**config.mk**
```make
export PLATFORM = sky130hd
export DESIGN_NAME = ebu_bus_unit
export DESIGN_NICKNAME = d
export VERILOG_FILES = /design/src/ebu_pkg.sv /design/src/ebu_bus_unit.sv /design/src/ebu_buf2.sv /design/src/ebu_arbiter.sv
export VERILOG_INCLUDE_DIRS = /design/src
export SDC_FILE = /design/constraint.sdc
export NUM_CORES = 1
export LEC_CHECK = 0
export BUFFER_PORTS_ARGS = -buffer_cell sky130_fd_sc_hd__buf_2
export CORE_UTILIZATION = 55
export CTS_BUF_LIST = sky130_fd_sc_hd__clkbuf_8
export DETAILED_ROUTE_END_ITERATION = 8
export GPL_TIMING_DRIVEN = 1
export HOLD_SLACK_MARGIN = 0.15
export PLACE_DENSITY = 0.89
export SLEW_MARGIN = 25
export SYNTH_ARGS = -nofsm -noshare
export SYNTH_HDL_FRONTEND = slang
export SYNTH_SLANG_ARGS = --single-unit
```
**constraint.sdc**
```tcl
create_clock -name clk_sys_i -period 8.21 [get_ports clk_sys_i]
set_input_delay 1.2315 -clock clk_sys_i [delete_from_list [all_inputs] [get_ports clk_sys_i]]
set_output_delay 1.2315 -clock clk_sys_i [all_outputs]
set_load 0.03 [all_outputs]
```
**src/ebu_params.svh**
```systemverilog
`ifndef EBU_PARAMS_SVH
`define EBU_PARAMS_SVH

// ============================================================
// widths
`define EBU_ADDR_W 25
`define EBU_DATA_W 16

// ============================================================
// byte-enable pair encodings, {high_n, low_n}
`define EBU_BE_WORD 2'b00
`define EBU_BE_HIGH 2'b01
`define EBU_BE_LOW 2'b10
`define EBU_BE_REFRESH 2'b11

// ============================================================
// reset values and sizes
`define EBU_RST_ADDR 25'h0000000
`define EBU_RST_DATA 16'h0000
`define EBU_BUF_DEPTH 2
`define EBU_SYNC_W 20

`endif

```
**src/ebu_pkg.sv**
```systemverilog
`default_nettype none

package ebu_pkg;

    // ============================================================
    // cycle kinds requested by the core
    typedef enum logic [2:0] {
        EBU_MEM_RD,
        EBU_MEM_WR,
        EBU_IO_RD,
        EBU_IO_WR,
        EBU_INTA,
        EBU_HALT,
        EBU_REFRESH
    } ebu_kind_t;

    // bus state machine
    typedef enum logic [1:0] {
        EBU_S_IDLE,
        EBU_S_T1,
        EBU_S_T2,
        EBU_S_HOLD
    } ebu_state_t;

    // current bus owner seen by the arbiter
    typedef enum logic [2:0] {
        EBU_OWN_CORE,
        EBU_OWN_REF,
        EBU_OWN_DMA0,
        EBU_OWN_DMA1,
        EBU_OWN_EXT
    } ebu_owner_t;

    // ============================================================
    // kind decoding
    function automatic logic ebu_is_read(input ebu_kind_t k);
        return (k == EBU_MEM_RD) || (k == EBU_IO_RD) || (k == EBU_INTA);
    endfunction

    function automatic logic ebu_is_write(input ebu_kind_t k);
        return (k == EBU_MEM_WR) || (k == EBU_IO_WR);
    endfunction

    // status triple {mem_not_io, data_not_ctrl, write_not_read}
    function automatic logic [2:0] ebu_status(input ebu_kind_t k);
        logic [2:0] s;
        s = 3'h0;
        case (k)
            EBU_MEM_RD: s = 3'h6;
            EBU_MEM_WR: s = 3'h7;
            EBU_IO_RD: s = 3'h2;
            EBU_IO_WR: s = 3'h3;
            EBU_INTA: s = 3'h0;
            EBU_HALT: s = 3'h5;
            EBU_REFRESH: s = 3'h6;
            default: s = 3'h0;
        endcase
        return s;
    endfunction

endpackage

`default_nettype wire

```
**src/ebu_bus_unit.sv**
```systemverilog
`timescale 1ns/1ps
`default_nettype none
`include "ebu_params.svh"


module ebu_bus_unit import ebu_pkg::*; (
    // clock and reset
    input wire logic clk_sys_i,
    input wire logic nrst_i,
    // core request port
    input wire logic req_valid_i,
    output logic req_ready_o,
    input wire ebu_kind_t req_kind_i,
    input wire logic [`EBU_ADDR_W-1:0] req_addr_i,
    input wire logic [1:0] req_be_n_i,
    input wire logic [`EBU_DATA_W-1:0] req_wdata_i,
    input wire logic req_lock_i,
    input wire logic req_local_i,
    // read data to the core
    output logic rd_valid_o,
    input wire logic rd_ready_i,
    output logic [`EBU_DATA_W-1:0] rd_data_o,
    // internal masters
    input wire logic dma0_req_i,
    input wire logic dma1_req_i,
    input wire logic ref_req_i,
    output logic dma0_gnt_o,
    output logic dma1_gnt_o,
    output logic ref_gnt_o,
    // address and status pins
    output logic [`EBU_ADDR_W-1:0] addr_o,
    output logic high_byte_en_n_o,
    output logic low_byte_en_n_o,
    output logic addr_strobe_n_o,
    output logic write_not_read_o,
    output logic mem_not_io_o,
    output logic data_not_ctrl_o,
    output logic lock_n_o,
    output logic local_access_n_o,
    output logic refresh_n_o,
    output logic wr_n_o,
    output logic rd_n_o,
    output logic bus_oe_n_o,
    // data bus pins
    output logic [`EBU_DATA_W-1:0] data_o,
    output logic data_oe_n_o,
    input wire logic [`EBU_DATA_W-1:0] data_i,
    // cycle control pins
    input wire logic ready_n_i,
    input wire logic next_addr_req_n_i,
    input wire logic narrow_bus_n_i,
    // external master pins
    input wire logic hold_i,
    output logic bus_grant_out_o
);

    // ============================================================
    // pin synchronisers
    logic [`EBU_SYNC_W-1:0] meta_ff, sync_ff;
    logic ready_prev_ff;
    wire [`EBU_SYNC_W-1:0] pin_raw = {data_i, ready_n_i, next_addr_req_n_i,
                                      narrow_bus_n_i, hold_i};
    wire [`EBU_DATA_W-1:0] data_s = sync_ff[19:4];
    wire ready_s = !sync_ff[3];
    wire na_s = !sync_ff[2];
    wire narrow_s = !sync_ff[1];
    wire hold_s = sync_ff[0];
    // edge, so a completion held over from the last cycle is not reused
    wire ready_rise = ready_s && !ready_prev_ff;

    always_ff @(posedge clk_sys_i or negedge nrst_i) begin
        if (!nrst_i) begin
            meta_ff <= 20'h0000e; // idle pin levels, no false ready edge
            sync_ff <= 20'h0000e;
            ready_prev_ff <= 1'b0;
        end else begin
            meta_ff <= pin_raw;
            sync_ff <= meta_ff;
            ready_prev_ff <= ready_s;
        end
    end

    // ============================================================
    // state
    ebu_state_t state_ff, nxt_state;
    ebu_kind_t cur_kind_ff, pend_kind_ff;
    logic [`EBU_ADDR_W-1:0] cur_addr_ff;
    logic [`EBU_DATA_W-1:0] cur_wdata_ff, pend_wdata_ff;
    logic [1:0] cur_be_ff;
    logic cur_lock_ff, cur_local_ff, half_ff;
    logic pend_ff, pend_local_ff, pend_lock_ff;
    logic [1:0] pend_be_ff;
    logic lock_seq_ff;
    logic [7:0] rd_lo_ff;
    // pin registers
    logic [`EBU_ADDR_W-1:0] addr_ff;
    logic [1:0] be_n_ff;
    logic [2:0] status_ff;
    logic ads_n_ff, lock_n_ff, refresh_n_ff;
    logic [`EBU_DATA_W-1:0] data_ff;

    logic core_hold, buf_in_ready;
    logic [1:0] buf_cnt;

    // ============================================================
    // cycle decode
    wire busy = (state_ff == EBU_S_T1) || (state_ff == EBU_S_T2);
    wire done = (state_ff == EBU_S_T2) && (cur_local_ff || ready_rise);
    wire split = done && narrow_s && !half_ff &&
                 (cur_be_ff == `EBU_BE_WORD) && (cur_kind_ff != EBU_REFRESH);
    wire fin = done && !split;
    wire na_take = (state_ff == EBU_S_T2) && !done && na_s && !pend_ff;
    // release only between cycles of an unlocked sequence
    wire lock_eff = busy ? cur_lock_ff : lock_seq_ff;
    wire hold_block = core_hold && !lock_eff;
    wire slot = ((state_ff == EBU_S_IDLE) || (fin && !pend_ff) || na_take) &&
                !hold_block;
    // reads in flight must fit the buffer, so no word is ever dropped
    wire [1:0] reads_out = 2'(busy && ebu_is_read(cur_kind_ff)) +
                           2'(pend_ff && ebu_is_read(pend_kind_ff));
    wire buf_ok = !ebu_is_read(req_kind_i) ||
                  ((3'(buf_cnt) + 3'(reads_out)) < 3'(`EBU_BUF_DEPTH));
    assign req_ready_o = slot && buf_ok;
    wire fire = req_valid_i && req_ready_o;
    wire to_pend = fire && na_take;
    wire to_cur = (fire && !na_take) || (fin && pend_ff);
    wire core_bus_grant_out = (state_ff == EBU_S_HOLD);

    // incoming cycle for the current slot: pending one first
    wire ebu_kind_t in_kind = pend_ff ? pend_kind_ff : req_kind_i;
    wire [`EBU_DATA_W-1:0] in_wdata = pend_ff ? pend_wdata_ff : req_wdata_i;
    wire [1:0] req_be = (req_kind_i == EBU_REFRESH) ? `EBU_BE_REFRESH
                                                    : req_be_n_i;
    wire [1:0] in_be = pend_ff ? pend_be_ff : req_be;

    // ============================================================
    // read data assembly and capture at completion
    wire rd_push = fin && ebu_is_read(cur_kind_ff);
    wire narrow_hi = narrow_s && (cur_be_ff == `EBU_BE_HIGH);
    // a narrow device always answers on the low lane
    wire [`EBU_DATA_W-1:0] rd_word = half_ff ? {data_s[7:0], rd_lo_ff} :
                                     narrow_hi ? {data_s[7:0], data_s[7:0]} :
                                     data_s;

    // ============================================================
    // next state
    always_comb begin
        nxt_state = state_ff;
        unique case (state_ff)
            EBU_S_IDLE: begin
                if (hold_block) nxt_state = EBU_S_HOLD;
                else if (fire) nxt_state = EBU_S_T1;
            end
            EBU_S_T1: nxt_state = EBU_S_T2;
            EBU_S_T2: begin
                if (split) nxt_state = EBU_S_T1;
                else if (fin && pend_ff) nxt_state = EBU_S_T2;
                else if (fin && fire) nxt_state = EBU_S_T1;
                else if (fin) nxt_state = EBU_S_IDLE;
            end
            EBU_S_HOLD: begin
                if (!core_hold) nxt_state = EBU_S_IDLE;
            end
        endcase
    end

    always_ff @(posedge clk_sys_i or negedge nrst_i) begin
        if (!nrst_i) state_ff <= EBU_S_IDLE;
        else state_ff <= nxt_state;
    end

    // ============================================================
    // current cycle registers
    always_ff @(posedge clk_sys_i or negedge nrst_i) begin
        if (!nrst_i) begin
            cur_kind_ff <= EBU_MEM_RD;
            cur_addr_ff <= `EBU_RST_ADDR;
            cur_wdata_ff <= `EBU_RST_DATA;
            cur_be_ff <= `EBU_BE_WORD;
            cur_lock_ff <= 1'b0;
            cur_local_ff <= 1'b0;
        end else if (to_cur) begin
            cur_kind_ff <= in_kind;
            cur_addr_ff <= pend_ff ? addr_ff : req_addr_i;
            cur_wdata_ff <= in_wdata;
            cur_be_ff <= in_be;
            cur_lock_ff <= pend_ff ? pend_lock_ff : req_lock_i;
            cur_local_ff <= pend_ff ? pend_local_ff : req_local_i;
        end
    end

    // pipelined next cycle waiting behind the current one
    always_ff @(posedge clk_sys_i or negedge nrst_i) begin
        if (!nrst_i) begin
            pend_ff <= 1'b0;
            pend_kind_ff <= EBU_MEM_RD;
            pend_wdata_ff <= `EBU_RST_DATA;
            pend_be_ff <= `EBU_BE_WORD;
            pend_lock_ff <= 1'b0;
            pend_local_ff <= 1'b0;
        end else if (to_pend) begin
            pend_ff <= 1'b1;
            pend_kind_ff <= req_kind_i;
            pend_wdata_ff <= req_wdata_i;
            pend_be_ff <= req_be;
            pend_lock_ff <= req_lock_i;
            pend_local_ff <= req_local_i;
        end else if (fin) begin
            pend_ff <= 1'b0;
        end
    end

    // narrow half tracking, lock sequence, low byte holding
    always_ff @(posedge clk_sys_i or negedge nrst_i) begin
        if (!nrst_i) begin
            half_ff <= 1'b0;
            lock_seq_ff <= 1'b0;
            rd_lo_ff <= 8'h00;
        end else begin
            if (split) half_ff <= 1'b1;
            else if (fin) half_ff <= 1'b0;
            if (fin) lock_seq_ff <= cur_lock_ff;
            if (split) rd_lo_ff <= data_s[7:0];
        end
    end

    // ============================================================
    // address and status pins; a split re-issues the current address
    always_ff @(posedge clk_sys_i or negedge nrst_i) begin
        if (!nrst_i) begin
            addr_ff <= `EBU_RST_ADDR;
            be_n_ff <= `EBU_BE_REFRESH;
            status_ff <= 3'h0;
            ads_n_ff <= 1'b1;
            lock_n_ff <= 1'b1;
            refresh_n_ff <= 1'b1;
        end else begin
            ads_n_ff <= !(fire || split);
            if (split) begin
                addr_ff <= cur_addr_ff;
                be_n_ff <= `EBU_BE_HIGH;
                status_ff <= ebu_status(cur_kind_ff);
            end else if (fire) begin
                addr_ff <= req_addr_i;
                be_n_ff <= req_be;
                status_ff <= ebu_status(req_kind_i);
                lock_n_ff <= !req_lock_i;
                refresh_n_ff <= (req_kind_i != EBU_REFRESH);
            end
        end
    end

    // write data lane: high byte mirrored low for narrow devices
    always_ff @(posedge clk_sys_i or negedge nrst_i) begin
        if (!nrst_i) data_ff <= `EBU_RST_DATA;
        else if (split) data_ff <= {2{cur_wdata_ff[15:8]}};
        else if (to_cur && in_be == `EBU_BE_HIGH)
            data_ff <= {2{in_wdata[15:8]}};
        else if (to_cur) data_ff <= in_wdata;
    end

    // ============================================================
    // pin drive
    assign addr_o = addr_ff;
    assign high_byte_en_n_o = be_n_ff[1];
    assign low_byte_en_n_o = be_n_ff[0];
    assign addr_strobe_n_o = ads_n_ff;
    assign mem_not_io_o = status_ff[2];
    assign data_not_ctrl_o = status_ff[1];
    assign write_not_read_o = status_ff[0];
    assign lock_n_o = lock_n_ff;
    assign refresh_n_o = refresh_n_ff;
    assign data_o = data_ff;
    // strobes from state flops, no decode of pins
    assign wr_n_o = !(state_ff == EBU_S_T2 && ebu_is_write(cur_kind_ff));
    assign rd_n_o = !(state_ff == EBU_S_T2 && ebu_is_read(cur_kind_ff));
    assign local_access_n_o = !(state_ff == EBU_S_T2 && cur_local_ff);
    assign data_oe_n_o = !(busy && ebu_is_write(cur_kind_ff));
    assign bus_oe_n_o = core_bus_grant_out;

    // ============================================================
    // arbiter and read buffer
    ebu_arbiter u_arb (
        .clk_sys_i(clk_sys_i),
        .nrst_i(nrst_i),
        .hold_i(hold_s),
        .dma0_req_i(dma0_req_i),
        .dma1_req_i(dma1_req_i),
        .ref_req_i(ref_req_i),
        .core_hold_o(core_hold),
        .core_bus_grant_out_i(core_bus_grant_out),
        .bus_grant_out_o(bus_grant_out_o),
        .dma0_gnt_o(dma0_gnt_o),
        .dma1_gnt_o(dma1_gnt_o),
        .ref_gnt_o(ref_gnt_o)
    );

    ebu_buf2 u_rdbuf (
        .clk_sys_i(clk_sys_i),
        .nrst_i(nrst_i),
        .in_valid_i(rd_push),
        .in_ready_o(buf_in_ready),
        .in_data_i(rd_word),
        .out_valid_o(rd_valid_o),
        .out_ready_i(rd_ready_i),
        .out_data_o(rd_data_o),
        .count_o(buf_cnt)
    );

    // ============================================================
    // checks
    AST_ADS_ONE: assert property (@(posedge clk_sys_i) disable iff (!nrst_i)
        !addr_strobe_n_o |=> addr_strobe_n_o)
        else $error("address strobe longer than one cycle");
    AST_REFRESH_BE: assert property (@(posedge clk_sys_i) disable iff (!nrst_i)
        !refresh_n_o |-> high_byte_en_n_o && low_byte_en_n_o)
        else $error("refresh without both byte enables high");
    AST_WR_DRIVE: assert property (@(posedge clk_sys_i) disable iff (!nrst_i)
        !wr_n_o |-> !data_oe_n_o && bus_oe_n_o == 1'b0)
        else $error("write strobe without driven data");
    AST_STROBE_EXCL: assert property (@(posedge clk_sys_i)
        disable iff (!nrst_i) !(!wr_n_o && !rd_n_o))
        else $error("read and write strobes together");
    AST_LOCAL_END: assert property (@(posedge clk_sys_i)
        disable iff (!nrst_i) !local_access_n_o && !pend_ff && !split
        |=> state_ff != EBU_S_T2)
        else $error("local cycle did not end in one state");
    AST_SPLIT_HIGH: assert property (@(posedge clk_sys_i)
        disable iff (!nrst_i) split |=> !addr_strobe_n_o &&
        !high_byte_en_n_o && low_byte_en_n_o ##1 !rd_n_o || !wr_n_o)
        else $error("narrow split did not start upper byte");
    AST_PIPE_ADDR: assert property (@(posedge clk_sys_i) disable iff (!nrst_i)
        to_pend |=> !addr_strobe_n_o && state_ff == EBU_S_T2)
        else $error("pipelined address not issued in current cycle");
    AST_RELEASE: assert property (@(posedge clk_sys_i) disable iff (!nrst_i)
        state_ff == EBU_S_IDLE && core_hold && !lock_seq_ff
        |=> state_ff == EBU_S_HOLD && bus_oe_n_o)
        else $error("core did not release idle bus");
    AST_GRANT_AFTER: assert property (@(posedge clk_sys_i)
        disable iff (!nrst_i) bus_grant_out_o |-> $past(core_bus_grant_out))
        else $error("grant pin before core release");
    AST_PUSH_ROOM: assert property (@(posedge clk_sys_i)
        disable iff (!nrst_i) rd_push |-> buf_in_ready)
        else $error("read word pushed into full buffer");

endmodule // ebu_bus_unit

`default_nettype wire

```
**src/ebu_buf2.sv**
```systemverilog
`timescale 1ns/1ps
`default_nettype none
`include "ebu_params.svh"

module ebu_buf2 (
    // clock and reset
    input wire logic clk_sys_i,
    input wire logic nrst_i,
    // filling side
    input wire logic in_valid_i,
    output logic in_ready_o,
    input wire logic [`EBU_DATA_W-1:0] in_data_i,
    // draining side
    output logic out_valid_o,
    input wire logic out_ready_i,
    output logic [`EBU_DATA_W-1:0] out_data_o,
    // fill level
    output logic [1:0] count_o
);

    // ============================================================
    // storage
    logic [`EBU_DATA_W-1:0] mem_ff [`EBU_BUF_DEPTH];
    logic wr_ptr_ff, rd_ptr_ff;
    logic [1:0] cnt_ff;

    // handshake decode
    wire push = in_valid_i && in_ready_o;
    wire pop = out_valid_o && out_ready_i;
    assign in_ready_o = (cnt_ff != 2'(`EBU_BUF_DEPTH));
    assign out_valid_o = (cnt_ff != 2'h0);
    assign out_data_o = mem_ff[rd_ptr_ff];
    assign count_o = cnt_ff;

    // pointers and level; data words need no reset
    always_ff @(posedge clk_sys_i or negedge nrst_i) begin
        if (!nrst_i) begin
            wr_ptr_ff <= 1'b0;
            rd_ptr_ff <= 1'b0;
            cnt_ff <= 2'h0;
        end else begin
            if (push) wr_ptr_ff <= !wr_ptr_ff;
            if (pop) rd_ptr_ff <= !rd_ptr_ff;
            cnt_ff <= cnt_ff + 2'(push) - 2'(pop);
        end
    end

    always_ff @(posedge clk_sys_i) begin
        if (push) mem_ff[wr_ptr_ff] <= in_data_i;
    end

endmodule // ebu_buf2

`default_nettype wire

```
**src/ebu_arbiter.sv**
```systemverilog
`timescale 1ns/1ps
`default_nettype none

module ebu_arbiter import ebu_pkg::*; (
    // clock and reset
    input wire logic clk_sys_i,
    input wire logic nrst_i,
    // requests
    input wire logic hold_i,
    input wire logic dma0_req_i,
    input wire logic dma1_req_i,
    input wire logic ref_req_i,
    // core handshake
    output logic core_hold_o,
    input wire logic core_bus_grant_out_i,
    // grants
    output logic bus_grant_out_o,
    output logic dma0_gnt_o,
    output logic dma1_gnt_o,
    output logic ref_gnt_o
);

    // ============================================================
    // fixed priority: refresh, dma0, dma1, external master
    ebu_owner_t owner_ff, nxt_owner, pick;
    wire any_req = hold_i || dma0_req_i || dma1_req_i || ref_req_i;
    assign pick = ref_req_i ? EBU_OWN_REF :
                  dma0_req_i ? EBU_OWN_DMA0 :
                  dma1_req_i ? EBU_OWN_DMA1 : EBU_OWN_EXT;
    wire own_req = (owner_ff == EBU_OWN_REF && ref_req_i) ||
                   (owner_ff == EBU_OWN_DMA0 && dma0_req_i) ||
                   (owner_ff == EBU_OWN_DMA1 && dma1_req_i) ||
                   (owner_ff == EBU_OWN_EXT && hold_i);

    // core stays parked while any other unit owns the bus
    assign core_hold_o = (owner_ff != EBU_OWN_CORE) || any_req;

    // owner hand-over
    always_comb begin
        nxt_owner = owner_ff;
        unique case (owner_ff)
            EBU_OWN_CORE: begin
                if (any_req && core_bus_grant_out_i) nxt_owner = pick;
            end
            EBU_OWN_REF, EBU_OWN_DMA0, EBU_OWN_DMA1, EBU_OWN_EXT: begin
                // direct hand-over, no trip through the core
                if (!own_req) nxt_owner = any_req ? pick : EBU_OWN_CORE;
            end
        endcase
    end

    always_ff @(posedge clk_sys_i or negedge nrst_i) begin
        if (!nrst_i) owner_ff <= EBU_OWN_CORE;
        else owner_ff <= nxt_owner;
    end

    // grants straight from the owner register
    assign bus_grant_out_o = (owner_ff == EBU_OWN_EXT);
    assign dma0_gnt_o = (owner_ff == EBU_OWN_DMA0);
    assign dma1_gnt_o = (owner_ff == EBU_OWN_DMA1);
    assign ref_gnt_o = (owner_ff == EBU_OWN_REF);

    // ============================================================
    // checks
    AST_PRIO_REF: assert property (@(posedge clk_sys_i) disable iff (!nrst_i)
        owner_ff == EBU_OWN_CORE && core_bus_grant_out_i && ref_req_i |=> ref_gnt_o)
        else $error("refresh not granted first");
    AST_GRANT_HELD: assert property (@(posedge clk_sys_i) disable iff (!nrst_i)
        bus_grant_out_o && hold_i |=> bus_grant_out_o)
        else $error("grant dropped while request held");

endmodule // ebu_arbiter

`default_nettype wire

```
==> flow_summary.toml <==
[logic_synthesis]
synth_flop_cell = "dfrtp_1"
async_flop_share_pct = 84.4
ys_seq_elements = 205
syn_area_sq_um = 9110
synth_fp_nets = 807
syn_inst = 724
synth_edf_count = 32
avgSynthCellArea_sq_um = 12.6
ys_warn_count = 0
yosysSeqAreaShare_pct = 58.2
synth.distinct_cells = 72

[cts]
cts_hold_buf = 0
cts_max_path_buffers = 3
cts_resized = 0
clock_latency_ns = 0.53
cts_root_buffer = "clkbuf_8"
numCtsBuffers = 35
cts_max_level = 2
cts.clk_slew.worst_paths_ns = 0.06
post_cts_buffers = 0
numClockSinks = 205
cts_tree = "built"

[worst_hold_path]
hp-class = "reg -> reg"
hp-start = "meta_ff[18]"

[critical_path]
worstPathArrival_ns = 2.87
slowest_stage = "dfrtp_1"
slowest_delay_ns = 0.39
crit_required_ns = 6.98
setup.worst_path.start_class = "flop"
r2r_start = "state_ff[0]"
path_cells = "inv_1, ha_1, and2_1, ha_1, and3b_1, o311a_1, a211oi_1, buf_2"
startpoint = "state_ff[0]"
critPathMostFrequentCell = "ha_1"
cp_top_family = "adder cells"
crit_fanout = 5
cp-end-kind = "primary output"
crit_type = "reg -> out"
crit_buf_inv = 2

[sta]
rsz0062_at_grt = "no"
layout_setup_ws_ns = 4.10
fmax_ghz = 0.244
hold_violations = 0
maxSlewViolCount = 0
max_slew.worst_pin.slew_ns = 1.06
hold_ws_ns = 0.342
fin_tns_setup_ns = 0
clock_skew_ns = 0.0386
setup_viol = 0
final_min_period_over_clock_period_pct = 50.0
period_needed_ns = 4.11
maxSlewHeadroom_pct = 29.2

[power_and_ir_drop]
power_leakage_uw = 0.00464
total_power_uw = 4360
ir_worst_vdd_v = 0.000229
cellPowerDensity_nw_per_um2 = 408

[detailed_routing]
drt_wl_total_um = 20200
drc = 0
wl_per_cell_um = 18.1
drt-vias-per-instance = 5.76
ant_nets = 0
drtPass1Iterations = 6
first_iter_violations = 402
vias = 6416

[layout]
layout_common_cells = "dfrtp_1, buf_2, mux2i_1, a21oi_1, nand2_1"
layout_commonest_cell = "dfrtp_1"
diodes = 0
post-route-util_pct = 66.6
drive_gt1_share_pct = 33.2
multiInputGateArea_sq_um = 3510
layout.nets = 957
fillers = 1152
syn2layout_area_growth_pct = 17.3
regArea_sq_um = 5310

[place]
pre_cts_ws_ns = 4.50
post-dp-hpwl_um = 13000
place.gp.congestion = 0.813
io_buffers = 150

[floorplan]
core_area_sq_um = 16100
start_util_pct = 56.8
num_io_pins = 151
fp.dieH_um = 131
rows = 46
die_w_um = 131
die_area_sq_um = 17100

[global_route]
grt_pass1_vias = 6438
antenna_found_initial = 0
grt_max_degree = 99
grt_pass1_wl_um = 32200
grt_util_all_layers_pct = 24.2
grt_overflow = 0

[flow_run]
maxCapViolCount = 0

[run_status]
status = "complete, no violations"
## logic make-up after synthesis
logic type               after synthesis  share of synthesized area [%]
AND/OR/NAND/NOR                      131                           7.52
flip-flops                           205                           58.2
adder cells (fa/ha/maj)                8                           1.10
AO/OA/AOI/OAI                        175                           12.1
buffers and inverters                 58                           3.47
XOR/XNOR                               4                          0.384
multiplexers                         143                           17.2
## final cells by class
cell class                      instances  share of cell area (%)
Timing Repair Buffer                  159                    7.97
Inverter                               12                   0.421
Tap cell                              216                    2.53
Multi-Input combinational cell        461                    32.9
Clock inverter                         20                    1.31
Sequential cell                       205                    49.6
Clock buffer                           41                    5.28
## worst register-to-register path: stages (launching register included)
cell and delay, ns:
dfrtp_1 0.39, inv_1 0.11, ha_1 0.38, and2_1 0.18, ha_1 0.27, and3b_1 0.17, o311ai_0 0.56, a41oi_2 0.42
nor2_4 0.64, mux2_2 0.41
## report_power, final
part	internal (uW)	switching [uW]	total, uW
combinational	669	1120	1790
clock	518	404	922
sequential	1380	271	1650
total	2570	1800	4360
## Yosys cell counts (2+ instances only)
library cell	n	area (sq um)
dfrtp_1	162	4050
mux2i_1	85	851
a21oi_1	80	400
nand2_1	66	248
mux2_2	41	462
edfxtp_1	32	961
buf_2	24	120
o21ai_1	23	115
mux2_4	17	255
o21ai_0	15	75.1
inv_1	12	45.0
a31oi_1	11	68.8
dfstp_2	11	289
nand2b_1	11	68.8
nor2_1	11	41.3
clkbuf_1	10	37.5
nand4_1	9	56.3
o311a_1	9	90.1
ha_1	8	100
a21boi_0	6	45.0
buf_6	6	67.6
nor2b_1	6	37.5
a21boi_1	4	30.0
and2_1	4	25.0
buf_1	3	11.3
a211oi_1	2	15.0
and3b_1	2	17.5
buf_4	2	15.0
nand3_1	2	10.0
nand3b_1	2	15.0
nor3b_1	2	15.0
nor4_4	2	42.5
o311ai_0	2	17.5
or4_1	2	15.0
xnor2_1	2	17.5
xor2_1	2	17.5
## registers in the layout (all words and copies together) (netlist names), 2 cells and up
register	count
addr_o	25
u_rdbuf.mem_ff	32
cur_addr_ff	25
be_n_ff	2
pend_wdata_ff	16
data_o	16
cur_wdata_ff	8
status_ff	3
pend_kind_ff	3
u_rdbuf.count_o	2
meta_ff	20
state_ff	2
pend_be_ff	2
sync_ff	20
u_arb.owner_ff	3
cur_be_ff	2
cur_kind_ff	3
rd_lo_ff	8
## stage by stage
| stage | area [sq um] | instances |
|---|---|---|
| detailed placement | 9960 | 1052 |
| floorplan | 9110 | 724 |
| CTS | 10700 | 1113 |
| global route | 10700 | 1114 |
| global placement | 9930 | 1051 |
| finish | 10700 | 1114 |
## final timing paths
check,to,slack (ns),cells past startpoint
max in group asynchronous,meta_ff[6],6.20,2
min in group asynchronous,addr_o[3],0.82,1
worst max-delay path,req_ready_o,4.10,8
worst min register to register,sync_ff[18],0.34,0
worst min-delay path,sync_ff[18],0.34,0
worst max register to register,cur_be_ff[1],4.62,9
## per-layer routing
| metal | up-vias | GRT usage (%) | part of all wire (%) |
|---|---|---|---|
| li1 | 2928 | - | - |
| met5 | - | 0 | 0 |
| met3 | 29 | 5.86 | 6.5 |
| met4 | 0 | 7.30 | 1.4 |
| met1 | 3224 | 31.5 | 43 |
| met2 | 235 | 40.4 | 50 |
No activity file was read; power rests on OpenSTA's default activity.
